<file path="config.mk">
export PLATFORM = sky130hd
export DESIGN_NAME = dsx_core
export DESIGN_NICKNAME = d
export VERILOG_FILES = /design/src/dsx_pkg.sv /design/src/dsx_alu_if.sv /design/src/dsx_alu.sv /design/src/dsx_core.sv
export VERILOG_INCLUDE_DIRS = /design/src
export SDC_FILE = /design/constraint.sdc
export NUM_CORES = 1
export LEC_CHECK = 0
export ABC_AREA = 1
export BUFFER_PORTS_ARGS = -buffer_cell sky130_fd_sc_hd__buf_2
export CAP_MARGIN = 15
export CORE_MARGIN = 4
export CORE_UTILIZATION = 30
export CTS_CLUSTER_SIZE = 12
export DETAILED_ROUTE_END_ITERATION = 10
export GPL_TIMING_DRIVEN = 0
export HOLD_SLACK_MARGIN = 0.05
export SLEW_MARGIN = 30
export SYNTH_ARGS = -nofsm -noshare
export SYNTH_HDL_FRONTEND = slang
export SYNTH_SLANG_ARGS = --single-unit
</file>
<file path="constraint.sdc">
create_clock -name clock -period 5.8 [get_ports clock]
set_input_delay 0.87 -clock clock [delete_from_list [all_inputs] [get_ports clock]]
set_output_delay 0.87 -clock clock [all_outputs]
set_load 0.05 [all_outputs]
</file>
<file path="src/dsx_cfg.svh">
// Offsets, field positions, reset values and codes of the shift/subtract/table datapath.
// Assumes inclusion by bare name; defines only.
`ifndef DSX_CFG_SVH
`define DSX_CFG_SVH
`define DSX_A_CTRL   12'h000
`define DSX_A_OPA    12'h004
`define DSX_A_OPB    12'h008
`define DSX_A_LIT    12'h00c
`define DSX_A_STAT   12'h010
`define DSX_A_RES    12'h014
`define DSX_A_ACCAL  12'h018
`define DSX_A_ACCAH  12'h01c
`define DSX_A_ACCBL  12'h020
`define DSX_A_ACCBH  12'h024
`define DSX_A_ISTAT  12'h028
`define DSX_A_IMASK  12'h02c
`define DSX_CTRL_ACC 4
`define DSX_CTRL_SRC 5
`define DSX_ST_C     0
`define DSX_ST_DC    1
`define DSX_ST_N     2
`define DSX_ST_OV    3
`define DSX_ST_Z     4
`define DSX_ST_OA    5
`define DSX_ST_SA    6
`define DSX_ST_OB    7
`define DSX_ST_SB    8
`define DSX_ST_BUSY  9
`define DSX_STAT_RST 9'h000
`define DSX_IRQ_DONE 0
`define DSX_IRQ_ACC  1
`define DSX_ACC_MAX  40'h7fffffffff
`define DSX_ACC_MIN  40'h8000000000
`define DSX_C_ACCUMULATOR_ARITH_SHIFT  4'h0
`define DSX_C_SLREG  4'h1
`define DSX_C_SLLIT  4'h2
`define DSX_C_SUBTRACT_WITH_BORROW   4'h3
`define DSX_C_SUBBL  4'h4
`define DSX_C_REVERSE_SUBTRACT_WITH_BORROW  4'h5
`define DSX_C_SUBBRL 4'h6
`define DSX_C_RDH    4'h7
`define DSX_C_RDL    4'h8
`define DSX_C_WTH    4'h9
`define DSX_C_WTL    4'ha
`define DSX_C_ZE     4'hb
`endif

</file>
<file path="src/dsx_pkg.sv">
// Types and opcode decoding of the datapath.
// Assumes dsx_cfg.svh for the opcode codes.
`include "dsx_cfg.svh"
package dsx_pkg;
   typedef enum logic [3:0] {
      op_accumulator_arith_shift, op_left_shift_reg, op_left_shift_lit,
      op_subtract_with_borrow, op_subtract_with_borrow_lit,
      op_reverse_subtract_with_borrow, op_reverse_subtract_with_borrow_lit,
      op_table_read_high, op_table_read_low, op_table_write_high,
      op_table_write_low, op_zero_extend_op
   } dsx_op_t;
   typedef enum logic [1:0] {st_idle, st_exec, st_tbl_issue, st_tbl_data} dsx_state_t;
   typedef struct packed {
      logic [15:0] res;
      logic        c;
      logic        dc;
      logic        ov;
   } dsx_sub_t;

   function automatic logic code_legal(input logic [3:0] code);
      code_legal = (code <= `DSX_C_ZE);
   endfunction : code_legal

   function automatic dsx_op_t code_to_op(input logic [3:0] code);
      case (code)
         `DSX_C_SLREG:  code_to_op = op_left_shift_reg;
         `DSX_C_SLLIT:  code_to_op = op_left_shift_lit;
         `DSX_C_SUBTRACT_WITH_BORROW:   code_to_op = op_subtract_with_borrow;
         `DSX_C_SUBBL:  code_to_op = op_subtract_with_borrow_lit;
         `DSX_C_REVERSE_SUBTRACT_WITH_BORROW:  code_to_op = op_reverse_subtract_with_borrow;
         `DSX_C_SUBBRL: code_to_op = op_reverse_subtract_with_borrow_lit;
         `DSX_C_RDH:    code_to_op = op_table_read_high;
         `DSX_C_RDL:    code_to_op = op_table_read_low;
         `DSX_C_WTH:    code_to_op = op_table_write_high;
         `DSX_C_WTL:    code_to_op = op_table_write_low;
         `DSX_C_ZE:     code_to_op = op_zero_extend_op;
         default:       code_to_op = op_accumulator_arith_shift;
      endcase
   endfunction : code_to_op

   function automatic logic is_table(input dsx_op_t op);
      is_table = (op == op_table_read_high) || (op == op_table_read_low) ||
                 (op == op_table_write_high) || (op == op_table_write_low);
   endfunction : is_table
endpackage : dsx_pkg

</file>
<file path="src/dsx_alu_if.sv">
// Carrier between the sequencing core and the combinational datapath.
// Assumes the core drives operands and reads results in the same cycle.
`timescale 1ns/100ps
interface dsx_alu_if;
   dsx_pkg::dsx_op_t op;
   logic [15:0]      opa;
   logic [15:0]      opb;
   logic [9:0]       lit;
   logic             cin;
   logic             use_reg;
   logic [39:0]      acc_in;
   logic [15:0]      res;
   logic             c;
   logic             dc;
   logic             n;
   logic             ov;
   logic             z;
   logic [39:0]      acc_out;
   logic             oa;
   logic             sa;
   modport core (output op, opa, opb, lit, cin, use_reg, acc_in,
                 input res, c, dc, n, ov, z, acc_out, oa, sa);
   modport alu  (input op, opa, opb, lit, cin, use_reg, acc_in,
                 output res, c, dc, n, ov, z, acc_out, oa, sa);
endinterface : dsx_alu_if

</file>
<file path="src/dsx_alu.sv">
// Combinational datapath: shifts, borrow subtracts, zero extension.
// Assumes the core commits results and picks which flags to keep.
`timescale 1ns/100ps
module dsx_alu (
   dsx_alu_if.alu bus
);
   import dsx_pkg::*;

   function automatic dsx_sub_t sub_borrow(input logic [15:0] a,
                                           input logic [15:0] b,
                                           input logic        cin);
      logic [16:0] s;
      logic [4:0]  lo;
      s  = {1'b0, a} + {1'b0, ~b} + {16'h0000, cin};
      lo = {1'b0, a[3:0]} + {1'b0, ~b[3:0]} + {4'h0, cin};
      sub_borrow.res = s[15:0];
      sub_borrow.c   = s[16];
      sub_borrow.dc  = lo[4];
      sub_borrow.ov  = (a[15] != b[15]) && (s[15] != a[15]);
   endfunction : sub_borrow

   dsx_sub_t          sub;
   logic signed [5:0] amt;
   logic [5:0]        mag;
   logic signed [71:0] wide;

   always_comb begin
      sub         = '0;
      amt         = bus.use_reg ? bus.opb[5:0] : bus.lit[5:0];
      mag         = 6'(-amt);
      wide        = {{32{bus.acc_in[39]}}, bus.acc_in};
      bus.res     = 16'h0000;
      bus.c       = bus.cin;
      bus.dc      = 1'b0;
      bus.ov      = 1'b0;
      bus.acc_out = bus.acc_in;
      bus.sa      = 1'b0;
      unique case (bus.op)
         op_accumulator_arith_shift: begin
            // Positive amount shifts right, negative shifts left
            wide = amt[5] ? (wide <<< mag) : (wide >>> amt);
            bus.sa = !(&wide[71:39] || !(|wide[71:39]));
            bus.acc_out = bus.sa ? (wide[71] ? `DSX_ACC_MIN : `DSX_ACC_MAX) : wide[39:0];
         end
         op_left_shift_reg:  bus.res = 16'(bus.opa << bus.opb[4:0]);
         op_left_shift_lit:  bus.res = 16'(bus.opa << bus.lit[4:0]);
         op_subtract_with_borrow:
            sub = sub_borrow(bus.opa, bus.opb, bus.cin);
         op_subtract_with_borrow_lit:
            sub = sub_borrow(bus.opa, {6'h00, bus.lit}, bus.cin);
         op_reverse_subtract_with_borrow:
            sub = sub_borrow(bus.opb, bus.opa, bus.cin);
         op_reverse_subtract_with_borrow_lit:
            sub = sub_borrow({11'h000, bus.lit[4:0]}, bus.opa, bus.cin);
         op_zero_extend_op: begin
            bus.res = {8'h00, bus.opa[7:0]};
            bus.c   = 1'b1;
         end
         op_table_read_high, op_table_read_low,
         op_table_write_high, op_table_write_low: bus.res = 16'h0000;
      endcase
      if (bus.op inside {op_subtract_with_borrow, op_subtract_with_borrow_lit,
                         op_reverse_subtract_with_borrow,
                         op_reverse_subtract_with_borrow_lit}) begin
         bus.res = sub.res;
         bus.c   = sub.c;
         bus.dc  = sub.dc;
         bus.ov  = sub.ov;
      end
   end

   assign bus.n  = bus.res[15];
   assign bus.z  = (bus.res == 16'h0000);
   assign bus.oa = !(&bus.acc_out[39:31] || !(|bus.acc_out[39:31]));
endmodule : dsx_alu

</file>
<file path="src/dsx_core.sv">
// Top of the shift/subtract/table execution datapath with APB registers.
// Assumes a synchronous program memory that returns data one cycle after a read strobe.
`timescale 1ns/100ps
`include "dsx_cfg.svh"
module dsx_core (
   input  wire logic        clock,
   input  wire logic        arst_n,
   input  wire logic        psel,
   input  wire logic        penable,
   input  wire logic        pwrite,
   input  wire logic [11:0] paddr,
   input  wire logic [31:0] pwdata,
   output logic      [31:0] prdata,
   output logic             pready,
   output logic             pslverr,
   output logic      [15:0] prog_addr,
   output logic             prog_rd,
   output logic             prog_wr_lo,
   output logic             prog_wr_hi,
   output logic      [23:0] prog_wdata,
   input  wire logic [23:0] prog_rdata,
   output logic             irq
);
   import dsx_pkg::*;

   dsx_alu_if  alu_bus ();
   dsx_state_t state_ff;
   dsx_op_t    op_ff;
   logic [5:0]  ctrl_ff;
   logic [15:0] opa_ff;
   logic [15:0] opb_ff;
   logic [9:0]  lit_ff;
   logic [8:0]  stat_ff;
   logic [15:0] result_ff;
   logic [39:0] acca_ff;
   logic [39:0] accb_ff;
   logic [1:0]  istat_ff;
   logic [1:0]  imask_ff;
   logic [1:0]  nxt_istat;
   logic [1:0]  nxt_imask;
   logic [31:0] prdata_ff;
   logic        pready_ff;
   logic        pslverr_ff;
   logic [15:0] prog_addr_ff;
   logic        prog_rd_ff;
   logic        prog_wr_lo_ff;
   logic        prog_wr_hi_ff;
   logic [23:0] prog_wdata_ff;
   logic        irq_ff;
   logic [31:0] rd_data;
   logic        rd_hit;
   logic        acc_ph;
   logic        wr_fin;
   logic        rd_fin;
   logic        idle;
   logic        start;
   logic        in_exec;
   dsx_op_t     start_op;

   // Access phase answers one cycle late so read data and pready both come from flops
   assign acc_ph   = psel && penable && !pready_ff;
   assign wr_fin   = psel && penable && pready_ff && pwrite;
   assign rd_fin   = psel && penable && pready_ff && !pwrite;
   assign idle     = (state_ff == st_idle);
   assign in_exec  = (state_ff == st_exec);
   assign start_op = code_to_op(pwdata[3:0]);
   assign start    = wr_fin && (paddr == `DSX_A_CTRL) && idle && code_legal(pwdata[3:0]);

   assign alu_bus.op      = op_ff;
   assign alu_bus.opa     = opa_ff;
   assign alu_bus.opb     = opb_ff;
   assign alu_bus.lit     = lit_ff;
   assign alu_bus.cin     = stat_ff[`DSX_ST_C];
   assign alu_bus.use_reg = ctrl_ff[`DSX_CTRL_SRC];
   assign alu_bus.acc_in  = ctrl_ff[`DSX_CTRL_ACC] ? accb_ff : acca_ff;

   dsx_alu u_alu (
      .bus (alu_bus.alu)
   );

   always_comb begin
      rd_hit  = 1'b1;
      rd_data = 32'h00000000;
      unique case (paddr)
         `DSX_A_CTRL:  rd_data = {26'h0000000, ctrl_ff};
         `DSX_A_OPA:   rd_data = {16'h0000, opa_ff};
         `DSX_A_OPB:   rd_data = {16'h0000, opb_ff};
         `DSX_A_LIT:   rd_data = {22'h000000, lit_ff};
         `DSX_A_STAT:  rd_data = {22'h000000, !idle, stat_ff};
         `DSX_A_RES:   rd_data = {16'h0000, result_ff};
         `DSX_A_ACCAL: rd_data = acca_ff[31:0];
         `DSX_A_ACCAH: rd_data = {24'h000000, acca_ff[39:32]};
         `DSX_A_ACCBL: rd_data = accb_ff[31:0];
         `DSX_A_ACCBH: rd_data = {24'h000000, accb_ff[39:32]};
         `DSX_A_ISTAT: rd_data = {30'h00000000, istat_ff};
         `DSX_A_IMASK: rd_data = {30'h00000000, imask_ff};
         default:      rd_hit  = 1'b0;
      endcase
   end

   always_ff @(posedge clock or negedge arst_n) begin
      if (!arst_n) begin
         pready_ff  <= 1'b0;
         prdata_ff  <= 32'h00000000;
         pslverr_ff <= 1'b0;
      end else begin
         pready_ff <= acc_ph;
         if (acc_ph) begin
            prdata_ff  <= pwrite ? 32'h00000000 : rd_data;
            pslverr_ff <= !rd_hit;
         end
      end
   end

   // Operand registers may change while busy; table address is latched at start
   always_ff @(posedge clock or negedge arst_n) begin
      if (!arst_n) begin
         ctrl_ff <= 6'h00;
         opa_ff  <= 16'h0000;
         opb_ff  <= 16'h0000;
         lit_ff  <= 10'h000;
      end else begin
         if (wr_fin && paddr == `DSX_A_CTRL && idle)
            ctrl_ff <= pwdata[5:0];
         if (wr_fin && paddr == `DSX_A_OPA)
            opa_ff <= pwdata[15:0];
         if (wr_fin && paddr == `DSX_A_OPB)
            opb_ff <= pwdata[15:0];
         if (wr_fin && paddr == `DSX_A_LIT)
            lit_ff <= pwdata[9:0];
         if (in_exec && op_ff == op_subtract_with_borrow_lit)
            opa_ff <= alu_bus.res;
      end
   end

   always_ff @(posedge clock or negedge arst_n) begin
      if (!arst_n) begin
         state_ff <= st_idle;
         op_ff    <= op_accumulator_arith_shift;
      end else begin
         unique case (state_ff)
            st_idle: if (start) begin
               op_ff    <= start_op;
               state_ff <= is_table(start_op) ? st_tbl_issue : st_exec;
            end
            st_exec:      state_ff <= st_idle;
            st_tbl_issue: state_ff <= st_tbl_data;
            st_tbl_data:  state_ff <= st_idle;
         endcase
      end
   end

   // Strobes are single-cycle pulses issued at the start edge
   always_ff @(posedge clock or negedge arst_n) begin
      if (!arst_n) begin
         prog_addr_ff  <= 16'h0000;
         prog_wdata_ff <= 24'h000000;
         prog_rd_ff    <= 1'b0;
         prog_wr_hi_ff <= 1'b0;
         prog_wr_lo_ff <= 1'b0;
      end else begin
         prog_rd_ff    <= start && (start_op inside {op_table_read_high, op_table_read_low});
         prog_wr_hi_ff <= start && (start_op == op_table_write_high);
         prog_wr_lo_ff <= start && (start_op == op_table_write_low);
         if (start && is_table(start_op)) begin
            prog_addr_ff  <= opa_ff;
            prog_wdata_ff <= {opb_ff[7:0], opb_ff};
         end
      end
   end

   always_ff @(posedge clock or negedge arst_n) begin
      if (!arst_n) begin
         result_ff <= 16'h0000;
      end else if (in_exec && op_ff != op_accumulator_arith_shift) begin
         result_ff <= alu_bus.res;
      end else if (state_ff == st_tbl_data) begin
         if (op_ff == op_table_read_high)
            result_ff <= {8'h00, prog_rdata[23:16]};
         else if (op_ff == op_table_read_low)
            result_ff <= prog_rdata[15:0];
      end
   end

   always_ff @(posedge clock or negedge arst_n) begin
      if (!arst_n) begin
         acca_ff <= 40'h0000000000;
         accb_ff <= 40'h0000000000;
      end else if (in_exec && op_ff == op_accumulator_arith_shift) begin
         if (ctrl_ff[`DSX_CTRL_ACC])
            accb_ff <= alu_bus.acc_out;
         else
            acca_ff <= alu_bus.acc_out;
      end else if (wr_fin && idle) begin
         if (paddr == `DSX_A_ACCAL)
            acca_ff[31:0] <= pwdata;
         if (paddr == `DSX_A_ACCAH)
            acca_ff[39:32] <= pwdata[7:0];
         if (paddr == `DSX_A_ACCBL)
            accb_ff[31:0] <= pwdata;
         if (paddr == `DSX_A_ACCBH)
            accb_ff[39:32] <= pwdata[7:0];
      end
   end

   // Software may load the flags only while idle, so it never races an update
   always_ff @(posedge clock or negedge arst_n) begin
      if (!arst_n) begin
         stat_ff <= `DSX_STAT_RST;
      end else if (in_exec) begin
         unique case (op_ff)
            op_accumulator_arith_shift: begin
               if (ctrl_ff[`DSX_CTRL_ACC]) begin
                  stat_ff[`DSX_ST_OB] <= alu_bus.oa;
                  stat_ff[`DSX_ST_SB] <= alu_bus.sa;
               end else begin
                  stat_ff[`DSX_ST_OA] <= alu_bus.oa;
                  stat_ff[`DSX_ST_SA] <= alu_bus.sa;
               end
            end
            op_left_shift_reg, op_left_shift_lit: begin
               stat_ff[`DSX_ST_N] <= alu_bus.n;
               stat_ff[`DSX_ST_Z] <= alu_bus.z;
            end
            op_zero_extend_op: begin
               stat_ff[`DSX_ST_C] <= alu_bus.c;
               stat_ff[`DSX_ST_N] <= alu_bus.n;
               stat_ff[`DSX_ST_Z] <= alu_bus.z;
            end
            op_subtract_with_borrow, op_subtract_with_borrow_lit,
            op_reverse_subtract_with_borrow, op_reverse_subtract_with_borrow_lit: begin
               stat_ff[`DSX_ST_C]  <= alu_bus.c;
               stat_ff[`DSX_ST_DC] <= alu_bus.dc;
               stat_ff[`DSX_ST_N]  <= alu_bus.n;
               stat_ff[`DSX_ST_OV] <= alu_bus.ov;
               stat_ff[`DSX_ST_Z]  <= alu_bus.z;
            end
            op_table_read_high, op_table_read_low,
            op_table_write_high, op_table_write_low: stat_ff <= stat_ff;
         endcase
      end else if (wr_fin && idle && paddr == `DSX_A_STAT) begin
         stat_ff <= pwdata[8:0];
      end
   end

   // Read clears only the bits that were returned, and a new event wins the clear
   always_comb begin
      nxt_istat = istat_ff;
      nxt_imask = imask_ff;
      if (rd_fin && paddr == `DSX_A_ISTAT)
         nxt_istat = istat_ff & ~prdata_ff[1:0];
      if (wr_fin && paddr == `DSX_A_IMASK)
         nxt_imask = pwdata[1:0];
      if (in_exec || state_ff == st_tbl_data)
         nxt_istat[`DSX_IRQ_DONE] = 1'b1;
      if (in_exec && op_ff == op_accumulator_arith_shift && (alu_bus.oa || alu_bus.sa))
         nxt_istat[`DSX_IRQ_ACC] = 1'b1;
   end

   always_ff @(posedge clock or negedge arst_n) begin
      if (!arst_n) begin
         istat_ff <= 2'h0;
         imask_ff <= 2'h0;
         irq_ff   <= 1'b0;
      end else begin
         istat_ff <= nxt_istat;
         imask_ff <= nxt_imask;
         irq_ff   <= |(nxt_istat & nxt_imask);
      end
   end

   assign prdata     = prdata_ff;
   assign pready     = pready_ff;
   assign pslverr    = pslverr_ff;
   assign prog_addr  = prog_addr_ff;
   assign prog_rd    = prog_rd_ff;
   assign prog_wr_lo = prog_wr_lo_ff;
   assign prog_wr_hi = prog_wr_hi_ff;
   assign prog_wdata = prog_wdata_ff;
   assign irq        = irq_ff;
endmodule : dsx_core

</file>
-- Word level (Yosys, flattened, before mapping)
Memories as Yosys holds them, arrays and structs flattened.
Cells that the tools add are included.
- $add $sub $neg: 17
- $lt $le $gt $ge: 1
- equal/unequal tests: 42
- shift operators: 4
- multiplexer cells: 50
- bitwise logic cells: 9
- reduce and logical (&&, ||, !) cells: 79
- operators by type and width (operator ; number):
    40-bit two-way mux ; 10
    32-bit one-hot mux with 12 select lines ; 1
    16-bit two-way mux ; 7
    32-bit two-way mux ; 3
    19-bit one-hot mux with 4 select lines ; 1
    72-bit two-way mux ; 1
    40-bit by 6-bit <<< shifter with 72-bit output ; 1
    40-bit by 6-bit >>> shifter with 72-bit output ; 1
    17-bit by 1-bit adder with 17-bit output ; 4
    16-bit by 16-bit adder with 17-bit output ; 3
    12-bit by 5-bit == test with 1-bit output, second input constant ; 4
    12-bit by 6-bit == test with 1-bit output, second input constant ; 4
    16-bit one-hot mux with 3 select lines ; 1
    33-bit AND reduction ; 1
    33-bit OR reduction ; 1
    16-bit NOT ; 2
    16-bit by 5-bit left shift with 16-bit output ; 2
    1-bit logical AND ; 27
    12-bit by 4-bit == test with 1-bit output, second input constant ; 2
    3-bit AND reduction ; 7
    4-bit by 4-bit adder with 5-bit output ; 4
    5-bit by 1-bit adder with 5-bit output ; 4
    4-bit by 3-bit == test with 1-bit output, second input constant ; 5
    4-bit == test, second input constant ; 5
    40 further kinds ; 101
- flip-flop bits (word level): 241
- ROM bits: 64
- input bits: 73
- logic and storage cells: 230
- memories: 1
- memories (memory ; depth ; width ; rd ports ; clocked after Yosys merged registers in ; wr ports ; line ; source):
    (name not given) ; 16 ; 4 ; 1 ; 0 ; 0 ; dsx_pkg.sv:25 ; case (code)

-- Depth between registers and ports, before layout
Gate-level depths: netlist (run 1).
- word-level depth: 18
- depth in mapped cells: 36

-- Hierarchy
A second synthesis (run 1) with hierarchy kept.
- cell total of the unflattened synthesis: 3752
- area total of the unflattened synthesis: 22545.4 um^2
- by module, submodules not included (module ; instances ; cells an instance ; area an instance (um^2) ; sequential area each (um^2)):
    dsx_core ; 1 ; 1567 ; 11860.1 ; 5830.6
    dsx_alu ; 1 ; 2185 ; 10685.2 ; 0.0

-- Worst setup path after synthesis (run 1)
No wires, ideal clock.
- path kind: register to register
- from: reg opb_ff[1], in the netlist alu_bus.opb[1]
- to: reg irq_ff, in the netlist irq
- setup time: 0.117 ns
- data arrival time: 3.917 ns
- data required time: 5.683 ns
- setup slack: 1.766 ns
- cell stages (with the launch flop): 35
- clock period less this slack: 4.034 ns
- cell sequence: dfrtp_1 inv_1 nand2_1 nand2_2 buf_1 clkbuf_1 ha_1 clkbuf_1 clkinv_1 clkbuf_1 nand3_1 nand2_1 nand2_1 nand3_1 nand2_1 nand2_1 nand2_1 nand2_1 nand2_1 nor2_1 nand2_1 nor2_1 nand2_1 nor2_1 nand2_1 a21oi_4 nand2_1 nand2_1 nand2_1 nor2_1 nand3_1 nand3_1 nand2_1 nand2_1 nand2_1
- word-level cells in the longest chain between the ends: 18
- RTL lines (item ; line ; source):
    from (decl) ; dsx_core.sv:31 ; logic [15:0] opb_ff;
    from (signal assigned) ; dsx_core.sv:128 ; opb_ff <= pwdata[15:0];
    6-bit two-way mux (*) ; dsx_alu.sv:29 ; amt = bus.use_reg ? bus.opb[5:0] : bus.lit[5:0];
    6-bit negator ; dsx_alu.sv:30 ; mag = 6'(-amt);
    40-bit by 6-bit <<< shifter with 72-bit output ; dsx_alu.sv:41 ; wide = amt[5] ? (wide <<< mag) : (wide >>> amt);
    72-bit two-way mux (*) ; dsx_alu.sv:41 ;
    33-bit OR reduction ; dsx_alu.sv:42 ; bus.sa = !(&wide[71:39] || !(|wide[71:39]));
    1-bit zero test ; dsx_alu.sv:42 ;
    1-bit logical OR ; dsx_alu.sv:42 ;
    40-bit two-way mux ; dsx_alu.sv:43 ; bus.acc_out = bus.sa ? (wide[71] ? `DSX_ACC_MIN : `DSX_ACC_MAX) : wide[39:0];
    [... 3 more ...] ; n/a ;
    1-bit logical OR ; dsx_alu.sv:74 ; assign bus.oa = !(&bus.acc_out[39:31] || !(|bus.acc_out[39:31]));
    1-bit zero test ; dsx_alu.sv:74 ;
    1-bit logical OR (*) ; dsx_core.sv:256 ; if (in_exec && op_ff == op_accumulator_arith_shift && (alu_bus.oa || alu_bus.sa))
    1-bit logical AND (*) ; dsx_core.sv:256 ;
    1-bit two-way mux (*) ; dsx_core.sv:256 ;
    named net nxt_istat[1] ; dsx_core.sv:39 ; logic [1:0] nxt_istat;
    2-bit AND (*) ; dsx_core.sv:268 ; irq_ff <= |(nxt_istat & nxt_imask);
    2-bit OR reduction (*) ; dsx_core.sv:268 ;
    to (signal assigned) ; dsx_core.sv:268 ;
    to (decl) ; dsx_core.sv:49 ; logic irq_ff;
Mark *: on every way through the listed nets, which the timed path passes. The rest lies on a longest branch.
A chain may end at the register's enable or synchronous reset.

-- Final worst setup path (run 1)
- from: reg opb_ff[0], in the netlist alu_bus.opb[0]
- to: reg acca_ff[23]
- word-level cells in the longest chain between the ends: 11
- RTL lines (item ; line ; source):
    6-bit two-way mux (*) ; dsx_alu.sv:29 ;
    6-bit negator ; dsx_alu.sv:30 ;
    40-bit by 6-bit <<< shifter with 72-bit output ; dsx_alu.sv:41 ;
    72-bit two-way mux (*) ; dsx_alu.sv:41 ;
    33-bit OR reduction ; dsx_alu.sv:42 ;
    1-bit zero test ; dsx_alu.sv:42 ;
    1-bit logical OR ; dsx_alu.sv:42 ;
    40-bit two-way mux (*) ; dsx_alu.sv:43 ;
    40-bit two-way mux (*) ; dsx_alu.sv:38 ; unique case (bus.op)
    40-bit two-way mux (*) ; dsx_core.sv:190 ; if (ctrl_ff[`DSX_CTRL_ACC])
    40-bit two-way mux (*) ; dsx_core.sv:189 ; end else if (in_exec && op_ff == op_accumulator_arith_shift) begin
    to (signal assigned) ; dsx_core.sv:193 ; acca_ff <= alu_bus.acc_out;
    to (signal assigned) ; dsx_core.sv:196 ; acca_ff[31:0] <= pwdata;
    to (decl) ; dsx_core.sv:35 ; logic [39:0] acca_ff;
Mark *: on every way between the ends. The rest lies on a longest branch, timed or not. The select of a mux whose other input is x is not followed.

==> summary.md, run 1 <==
| Metric | Value |
|---|---|
| Status | `complete, no violations` |
| Post-Route Utilization | `34.7%` |
| Number of gates on the worst path with buffers counted | `25` |
| Clock network fraction of design power | `51.0%` |
| CTS buffer count | `30` |
| CP required | `6.24 ns` |
| Most common cell after layout, fill and taps aside | `sky130_fd_sc_hd__nand2_1` |
| Power per unit of standard cell area | `155 mW/mm^2` |
| FF-to-FF setup slack | `0.15 ns` |
| Starting DRT DRC Count | `3784` |
| CTS tree | `built` |
| Max Clock Freq | `177 MHz` |
| RSZ-0062 raised after global routing | `false` |
| Unique masters post-synth | `56` |
| Detailed-router iteration count before antenna repair | `6` |
| P_int | `2.75 mW` |
| Synthesis-stage register bit count | `233` |
| Cell area after synthesis | `0.0205 mm^2` |
| Category of the most critical setup path | `flop to flop` |
| Worst slack on hold paths | `0.266 ns` |
| Crit Reg-Reg Endpoint | `acca_ff[23]$_DFFE_PN0P_` |
| Clk Latency, worst-skew pair | `0.60 ns` |
| Seq/Total Area, Yosys | `28.4%` |
| CTS Buffer Depth | `3` |
| Delay of the slowest critical-path stage | `0.48 ns` |
| TritonCTS sink count | `233` |
| Cts hold-fix bufs | `0` |
| Drc violations | `0` |
| Worst setup startpoint | `alu_bus.opb[0]$_DFFE_PN0P_` |
| Number of cells produced by synthesis | `3290` |
| Capture point of the worst path | `acca_ff[23]$_DFFE_PN0P_` |
| Top Ports | `151` |
| Number of antenna violations at the first check in global routing | `3` |
| Remaining antenna violation count | `0` |
| Aggregate routed wire length | `114 mm` |
| Die height | `270 um` |
| Clock Pin Slew Worst Setup and Hold Paths | `0.06 ns` |
| Worst clock skew | `0.0317 ns` |
| Async set or reset register ratio after synthesis | `100%` |
| Detailed Place HPWL | `94.0 mm` |
| Core region area | `0.0675 mm^2` |
| Number of input and output port buffers inserted | `150` |
| Buffers & Inverters on Critical Path | `7` |
| Grt total ovfl | `0` |
| Commonest cells after routing, fill and taps aside | `999 x sky130_fd_sc_hd__nand2_1, 458 x sky130_fd_sc_hd__o21ai_0, 446 x sky130_fd_sc_hd__nand3_1` |
| Switching share of power | `24.5%` |
| Largest fanout of any net on the critical path | `10` |
| Static power due to leakage | `11.4 nW` |
| Maximum vdd drop | `0.000173 V` |
| Root Buffer Master | `sky130_fd_sc_hd__clkbuf_16` |
| Overall Global Routing Usage | `29.9%` |
| Startpoint kind of the worst setup timing path | `flop` |
| R2R cell count | `25` |
| DIE AREA | `0.0727 mm^2` |
| Detailed-route via count | `25500` |
| Starting density of the core | `30.4%` |
| Worst path top cell family by delay | `simple AND/OR/NAND/NOR gates` |
| First-pass GRT wire length | `164 mm` |
| Time the final worst path needs with I/O delays and setup | `5.65 ns` |
| Part of the cycle the worst path needs | `97.4%` |
| Count of synthesis-stage warnings from yosys | `0` |
| Final setup violation count | `0` |
| Launch instance of the worst register-to-register path | `alu_bus.opb[0]$_DFFE_PN0P_` |
| Routability congestion estimate | `1.02` |
| Post-DR vias/cell | `5.84` |
| Reg power frac | `44.7%` |
| Nets | `3599` |
| Die W | `270 um` |
| Via count of the first global-routing pass | `23400` |
| Synthesized Nets | `3415` |
| Max Cap Violations | `0` |
| Pin count of the biggest net entering global routing | `89` |
| Worst endpoint data arrival time | `6.09 ns` |
| Critical-path top delay cell | `sky130_fd_sc_hd__dfrtp_1` |
| Headroom to the max-slew limit | `31.2%` |
| Number of rows created at floorplan | `95` |
| Worst setup EP type | `flop` |
| Dominant register cell in the synthesized netlist | `sky130_fd_sc_hd__dfrtp_1` |
| P_sw | `893 uW` |
| EDFF count, synth | `0` |
| H-tree levels | `1` |
| Mean cell area of the mapped netlist | `6.24 um^2` |
| Worst Hold Class | `input port to async pin` |
| Combinational power share | `4.3%` |
| Number of hold-slack violations in the final timing report | `0` |
| Slew @ Worst Pin | `1.02 ns` |
| Relative area change from synthesis to final layout | `14.2%` |
| Max Slew Vio Count | `0` |
| Fraction of layout instances using a drive strength above 1 | `8.70%` |
| Detailed-route wire length per cell | `26.1 um` |
[worst reg2reg max path: stages, from the launching register on]
cell,delay (ns)
sky130_fd_sc_hd__dfrtp_1,0.48
sky130_fd_sc_hd__inv_2,0.24
sky130_fd_sc_hd__nand2_1,0.10
sky130_fd_sc_hd__nand2_2,0.24
sky130_fd_sc_hd__clkbuf_4,0.33
sky130_fd_sc_hd__ha_1,0.26
sky130_fd_sc_hd__clkbuf_1,0.15
sky130_fd_sc_hd__clkinv_1,0.19
sky130_fd_sc_hd__clkbuf_2,0.29
sky130_fd_sc_hd__nand3_1,0.17
sky130_fd_sc_hd__nand3_1,0.12
sky130_fd_sc_hd__nand3_1,0.19
sky130_fd_sc_hd__nand3_1,0.17
sky130_fd_sc_hd__nand2_1,0.19
sky130_fd_sc_hd__a21oi_1,0.28
sky130_fd_sc_hd__nand3_1,0.12
sky130_fd_sc_hd__nor2_1,0.12
sky130_fd_sc_hd__nand2_1,0.08
sky130_fd_sc_hd__nor2_1,0.09
sky130_fd_sc_hd__nand2_1,0.22
sky130_fd_sc_hd__a21oi_1,0.23
sky130_fd_sc_hd__buf_2,0.32
sky130_fd_sc_hd__buf_2,0.30
sky130_fd_sc_hd__nand2_1,0.22
sky130_fd_sc_hd__o21ai_0,0.28
sky130_fd_sc_hd__o21ai_0,0.14
[logic make-up after synthesis]
| family | after synthesis | share of synthesized area [%] |
|---|---|---|
| and+or+nand+nor | 1711 | 34.7 |
| AOI/OAI and AO/OA | 819 | 23.3 |
| buffers and inverters | 448 | 8.83 |
| DFF | 233 | 28.4 |
| adders and majority gates | 52 | 3.46 |
| muxes | 15 | 0.732 |
| xor gates and xnor gates | 12 | 0.549 |
[layer usage]
metal	vias to the layer above	GRT usage (%)	wire [um]
met4	2	6.98	3170
met5	-	0	7
met2	1512	41.6	45000
met3	156	7.43	13500
li1	11600	-	-
met1	12300	45.8	52200
[stage by stage]
step	power (mW)	instance area [um^2]	setup slack (ns)	cells	setup TNS (ns)
after floorplan	1.70	20500	1.77	3290	0
after global placement	1.81	22400	-0.852	4313	-154.15
after detailed placement	1.81	22400	-0.802	4316	-44.21
after CTS	3.67	23400	0.0553	4366	0
after global routing	3.75	23400	0.0105	4366	0
final	3.65	23400	0.151	4367	0
[synth_stat cells (21+ instances only)]
master / n / area, um^2
sky130_fd_sc_hd__a21oi_1: 137 / 686
sky130_fd_sc_hd__a221oi_1: 27 / 236
sky130_fd_sc_hd__a22o_1: 43 / 377
sky130_fd_sc_hd__buf_2: 37 / 185
sky130_fd_sc_hd__clkbuf_1: 127 / 477
sky130_fd_sc_hd__dfrtp_1: 233 / 5830
sky130_fd_sc_hd__ha_1: 44 / 551
sky130_fd_sc_hd__inv_1: 242 / 908
sky130_fd_sc_hd__nand2_1: 999 / 3750
sky130_fd_sc_hd__nand3_1: 446 / 2230
sky130_fd_sc_hd__nor2_1: 200 / 751
sky130_fd_sc_hd__nor3_1: 22 / 110
sky130_fd_sc_hd__o211ai_1: 23 / 173
sky130_fd_sc_hd__o21ai_0: 459 / 2300
sky130_fd_sc_hd__o221ai_1: 21 / 184
sky130_fd_sc_hd__o22ai_1: 27 / 169
[worst min-delay path by stage]
stage	start	end	slack, ns	depth (start not counted)
after detailed placement	state_ff[0]$_DFFE_PN0P_	state_ff[1]$_DFFE_PN0P_	0.47	1
after CTS	arst_n	prog_wdata[13]$_DFFE_PN0P_	0.27	1
after floorplan	state_ff[0]$_DFFE_PN0P_	state_ff[1]$_DFFE_PN0P_	0.44	1
after global routing	arst_n	prog_addr[12]$_DFFE_PN0P_	0.31	1
after global placement	state_ff[0]$_DFFE_PN0P_	state_ff[1]$_DFFE_PN0P_	0.46	1
final	arst_n	prog_wdata[16]$_DFFE_PN0P_	0.27	1
[sequential cells by signal, indices dropped and copies added (netlist names), 2 cells and up]
name / cells
alu_bus.opa: 16
ctrl_ff: 6
acca_ff: 40
accb_ff: 40
alu_bus.op: 4
result_ff: 16
imask_ff: 2
prog_wdata: 16
istat_ff: 2
alu_bus.lit: 10
prog_addr: 16
stat_ff: 9
alu_bus.opb: 16
prdata: 32
state_ff: 2
[power groups by stage]
stage,registers (mW),clock network [mW],logic (mW)
5_1_grt,1.63,1.95,0.169
2_1_floorplan,1.66,0,0.0388
3_3_place_gp,1.66,0,0.149
4_1_cts,1.63,1.88,0.154
6_report,1.63,1.86,0.156
3_5_place_dp,1.66,0,0.154
[area by class of cell]
cell class	instances	area, um^2
Fill cell	7549	44100
Multi-Input combinational cell	2609	12900
Sequential cell	233	5830
Tap cell	873	1090
Inverter	256	965
Clock buffer	42	876
Buffer	190	857
Timing Repair Buffer	154	831
Clock inverter	9	87.6
Antenna cell	1	2.50
[timing repair]
item	4_1_cts	5_1_grt
endpoints found under the setup margin	84	49
setup buffers	1	0
cloned	0	0
gates resized for setup	5	12
(Power assumes the default switching activity.)
==> inputs of run 2 (changes only) <==
CTS_BUF_LIST = sky130_fd_sc_hd__clkbuf_8   (was unset)
==> run 2 against run 1 <==
Compared with the run above: clock power is 6% lower; total power fell by 3.1%; maximum frequency about the same; core utilization about the same; largest cell class unchanged; clock skew grew 0.0010 ns; first-iteration DRC count grew 0.74%; global-route usage rose by 0.088 points; via count up 0.51%; critical path depth is 2 higher.
==> summary.md, run 2 (synthesis results as in run 1) <==
| Metric | Value |
|---|---|
| Status | `complete, no violations` |
| CP required | `6.27 ns (+0.03 ns)` |
| Headroom to the max-slew limit | `28.7% (-2.5 points)` |
| Worst clock skew | `0.0327 ns (+0.00100 ns)` |
| Post-route insts no fill | `4397 (+0.69%)` |
| Top Ports | `151 (unchanged)` |
| Number of antenna violations at the first check in global routing | `3 (unchanged)` |
| Reg power frac | `46.2% (+1.5 points)` |
| Detailed-router iteration count before antenna repair | `6 (unchanged)` |
| Number of filler cells placed in the layout | `7567 (+0.24%)` |
| FF-to-FF setup slack | `0.15 ns (about the same)` |
| Number of input and output port buffers inserted | `150 (unchanged)` |
| Cell mode on critical path | `sky130_fd_sc_hd__nand2_1` |
| Startpoint kind of the worst setup timing path | `flop` |
| Overall Global Routing Usage | `30.0% (+0.088 points)` |
| Die height | `270 um (unchanged)` |
| Commonest cells after routing, fill and taps aside | `999 x sky130_fd_sc_hd__nand2_1, 458 x sky130_fd_sc_hd__o21ai_0, 446 x sky130_fd_sc_hd__nand3_1` |
| Max Cap Violations | `0 (unchanged)` |
| Worst setup EP type | `flop` |
| P_sw | `913 uW (+2.2%)` |
| Delay of the slowest critical-path stage | `0.48 ns (about the same)` |
| CTS buffer count | `46 (+53%)` |
| Clock Pin Slew Worst Setup and Hold Paths | `0.06 ns (about the same)` |
| Setup Total Neg Slack | `0 ns (unchanged)` |
| Starting DRT DRC Count | `3812 (+0.74%)` |
| Critical-path top delay cell | `sky130_fd_sc_hd__dfrtp_1` |
| Core region area | `0.0675 mm^2 (unchanged)` |
| Root Buffer Master | `sky130_fd_sc_hd__clkbuf_8` |
| Combinational power share | `4.4% (about the same)` |
| Post-DR vias/cell | `5.83 (-0.18%)` |
| FF+latch area | `0.00583 mm^2 (unchanged)` |
| Slew @ Worst Pin | `1.06 ns (+0.0378 ns)` |
| Detailed-route via count | `25600 (+0.51%)` |
| Grt total ovfl | `0 (unchanged)` |
| H-tree levels | `2 (+1)` |
| Fraction of layout instances using a drive strength above 1 | `9.23% (+0.53 points)` |
| Category of the most critical setup path | `flop to flop` |
| Starting density of the core | `30.4% (unchanged)` |
| Part of the cycle the worst path needs | `97.4% (about the same)` |
| Clk Latency, worst-skew pair | `0.62 ns (+0.02 ns)` |
| RSZ-0062 raised after global routing | `false` |
| TritonCTS sink count | `233 (unchanged)` |
| Power per unit of standard cell area | `151 mW/mm^2 (-3.0%)` |
| Most common cell after layout, fill and taps aside | `sky130_fd_sc_hd__nand2_1` |
| Number of hold-slack violations in the final timing report | `0 (unchanged)` |
| Cts hold-fix bufs | `0 (unchanged)` |
| Clock network fraction of design power | `49.4% (-1.6 points)` |
| Max Slew Vio Count | `0 (unchanged)` |
| Relative area change from synthesis to final layout | `14.1%` |
| Post-placement cell area | `0.0224 mm^2 (unchanged)` |
| Detailed-route wire length per cell | `26.0 um (-0.55%)` |
| Nets | `3615 (+0.44%)` |
| Area of the multi-input gates | `0.0129 mm^2 (about the same)` |
| Pin count of the biggest net entering global routing | `89 (unchanged)` |
| Die W | `270 um (unchanged)` |
| Number of rows created at floorplan | `95 (unchanged)` |
| Remaining antenna violation count | `0 (unchanged)` |
| Number of placed cells counting well taps | `4316 (unchanged)` |
| P_int | `2.62 mW (-4.8%)` |
| Final setup violation count | `0 (unchanged)` |
| Aggregate routed wire length | `114 mm (+0.14%)` |
| R2R cell count | `27 (+8.0%)` |
| Detailed Place HPWL | `94.0 mm (unchanged)` |
| Overall power after layout | `3.53 mW (-3.1%)` |
| DIE AREA | `0.0727 mm^2 (unchanged)` |
| Drc violations | `0 (unchanged)` |
| Switching share of power | `25.8% (+1.3 points)` |
| Static power due to leakage | `11.4 nW (+0.46%)` |
| CTS tree | `built` |
| First-pass GRT wire length | `164 mm (+0.13%)` |
| Via count of the first global-routing pass | `23600 (+0.83%)` |
| Routability congestion estimate | `1.02 (unchanged)` |
| Worst endpoint data arrival time | `6.12 ns (+0.03 ns)` |
| Max Clock Freq | `177 MHz (about the same)` |
| CTS Buffer Depth | `3 (unchanged)` |
| Layout Cell Area excl Fill | `0.0234 mm^2 (-0.12%)` |
| Worst Hold Class | `input port to async pin` |
| Maximum vdd drop | `0.000116 V (-33%)` |
| Largest fanout of any net on the critical path | `10 (unchanged)` |
| Time the final worst path needs with I/O delays and setup | `5.65 ns (+0.00182 ns)` |
## run 2: changes by cell type in the layout (fill, tap and decap cells not counted), moves of 2 or more
cell | previous run | this run
sky130_fd_sc_hd__clkbuf_16 | 30 | 0
sky130_fd_sc_hd__inv_1 | 240 | 251
sky130_fd_sc_hd__clkbuf_1 | 122 | 118
sky130_fd_sc_hd__clkbuf_8 | 8 | 59
sky130_fd_sc_hd__diode_2 | 1 | 3
## run 2: critical path, delay by kind of cell, from the launching register on
kind,cells,cell delay (ns)
and+or+nand+nor,16,2.25
adders and majority gates,1,0.26
DFF,1,0.48
AOI/OAI and AO/OA,3,0.64
buffers and inverters,7,1.84
## run 2: layer usage
metal / share of wire, % / global-route usage [%] / wire length, um
met1: 46 / 45.7 / 52100
met2: 39 / 41.2 / 44600
met3: 12 / 7.96 / 14100
met4: 3.0 / 7.73 / 3380
met5: 0.0061 / 0 / 7
## run 2: path summary, 6_finish.rpt
path / from / end
worst min-delay path: arst_n / prog_addr[6]$_DFFE_PN0P_
max in group asynchronous: arst_n / accb_ff[36]$_DFFE_PN0P_
min in group clock: state_ff[0]$_DFFE_PN0P_ / state_ff[1]$_DFFE_PN0P_
worst max register to register: alu_bus.opb[0]$_DFFE_PN0P_ / acca_ff[23]$_DFFE_PN0P_
worst max-delay path: alu_bus.opb[0]$_DFFE_PN0P_ / acca_ff[23]$_DFFE_PN0P_
worst min register to register: state_ff[0]$_DFFE_PN0P_ / state_ff[1]$_DFFE_PN0P_
## run 2: power groups by stage
stage | Clock [mW] | Sequential, mW | Combinational (mW)
2_1_floorplan | 0 | 1.66 | 0.0388
3_3_place_gp | 0 | 1.66 | 0.149
3_5_place_dp | 0 | 1.66 | 0.154
4_1_cts | 1.78 | 1.63 | 0.154
5_1_grt | 1.85 | 1.63 | 0.169
6_report | 1.75 | 1.63 | 0.156
## run 2: cell type report
type | count | share of cell area [%]
antenna | 3 | 0.0321
buffer | 190 | 3.66
clock buffer | 59 | 3.47
clock inverter | 20 | 0.508
inverter | 256 | 4.12
multi-input combinational | 2609 | 55.1
sequential | 233 | 24.9
tap | 873 | 4.66
timing repair buffer | 154 | 3.55
## run 2: repair_timing
action	CTS	global route
gates resized for setup	5	12
buffers inserted	1	0
pin swaps	0	0
setup endpoints to repair	84	51
## run 2: per-stage QoR
stage | setup WS [ns] | utilization, % | hold WS [ns]
floorplan | 1.77 | - | 0.436
global placement | -0.852 | 33.1 | 0.458
detailed placement | -0.802 | 33.2 | 0.468
CTS | 0.0329 | 34.6 | 0.216
global route | 0.0111 | 34.7 | 0.259
finish | 0.149 | 34.7 | 0.234
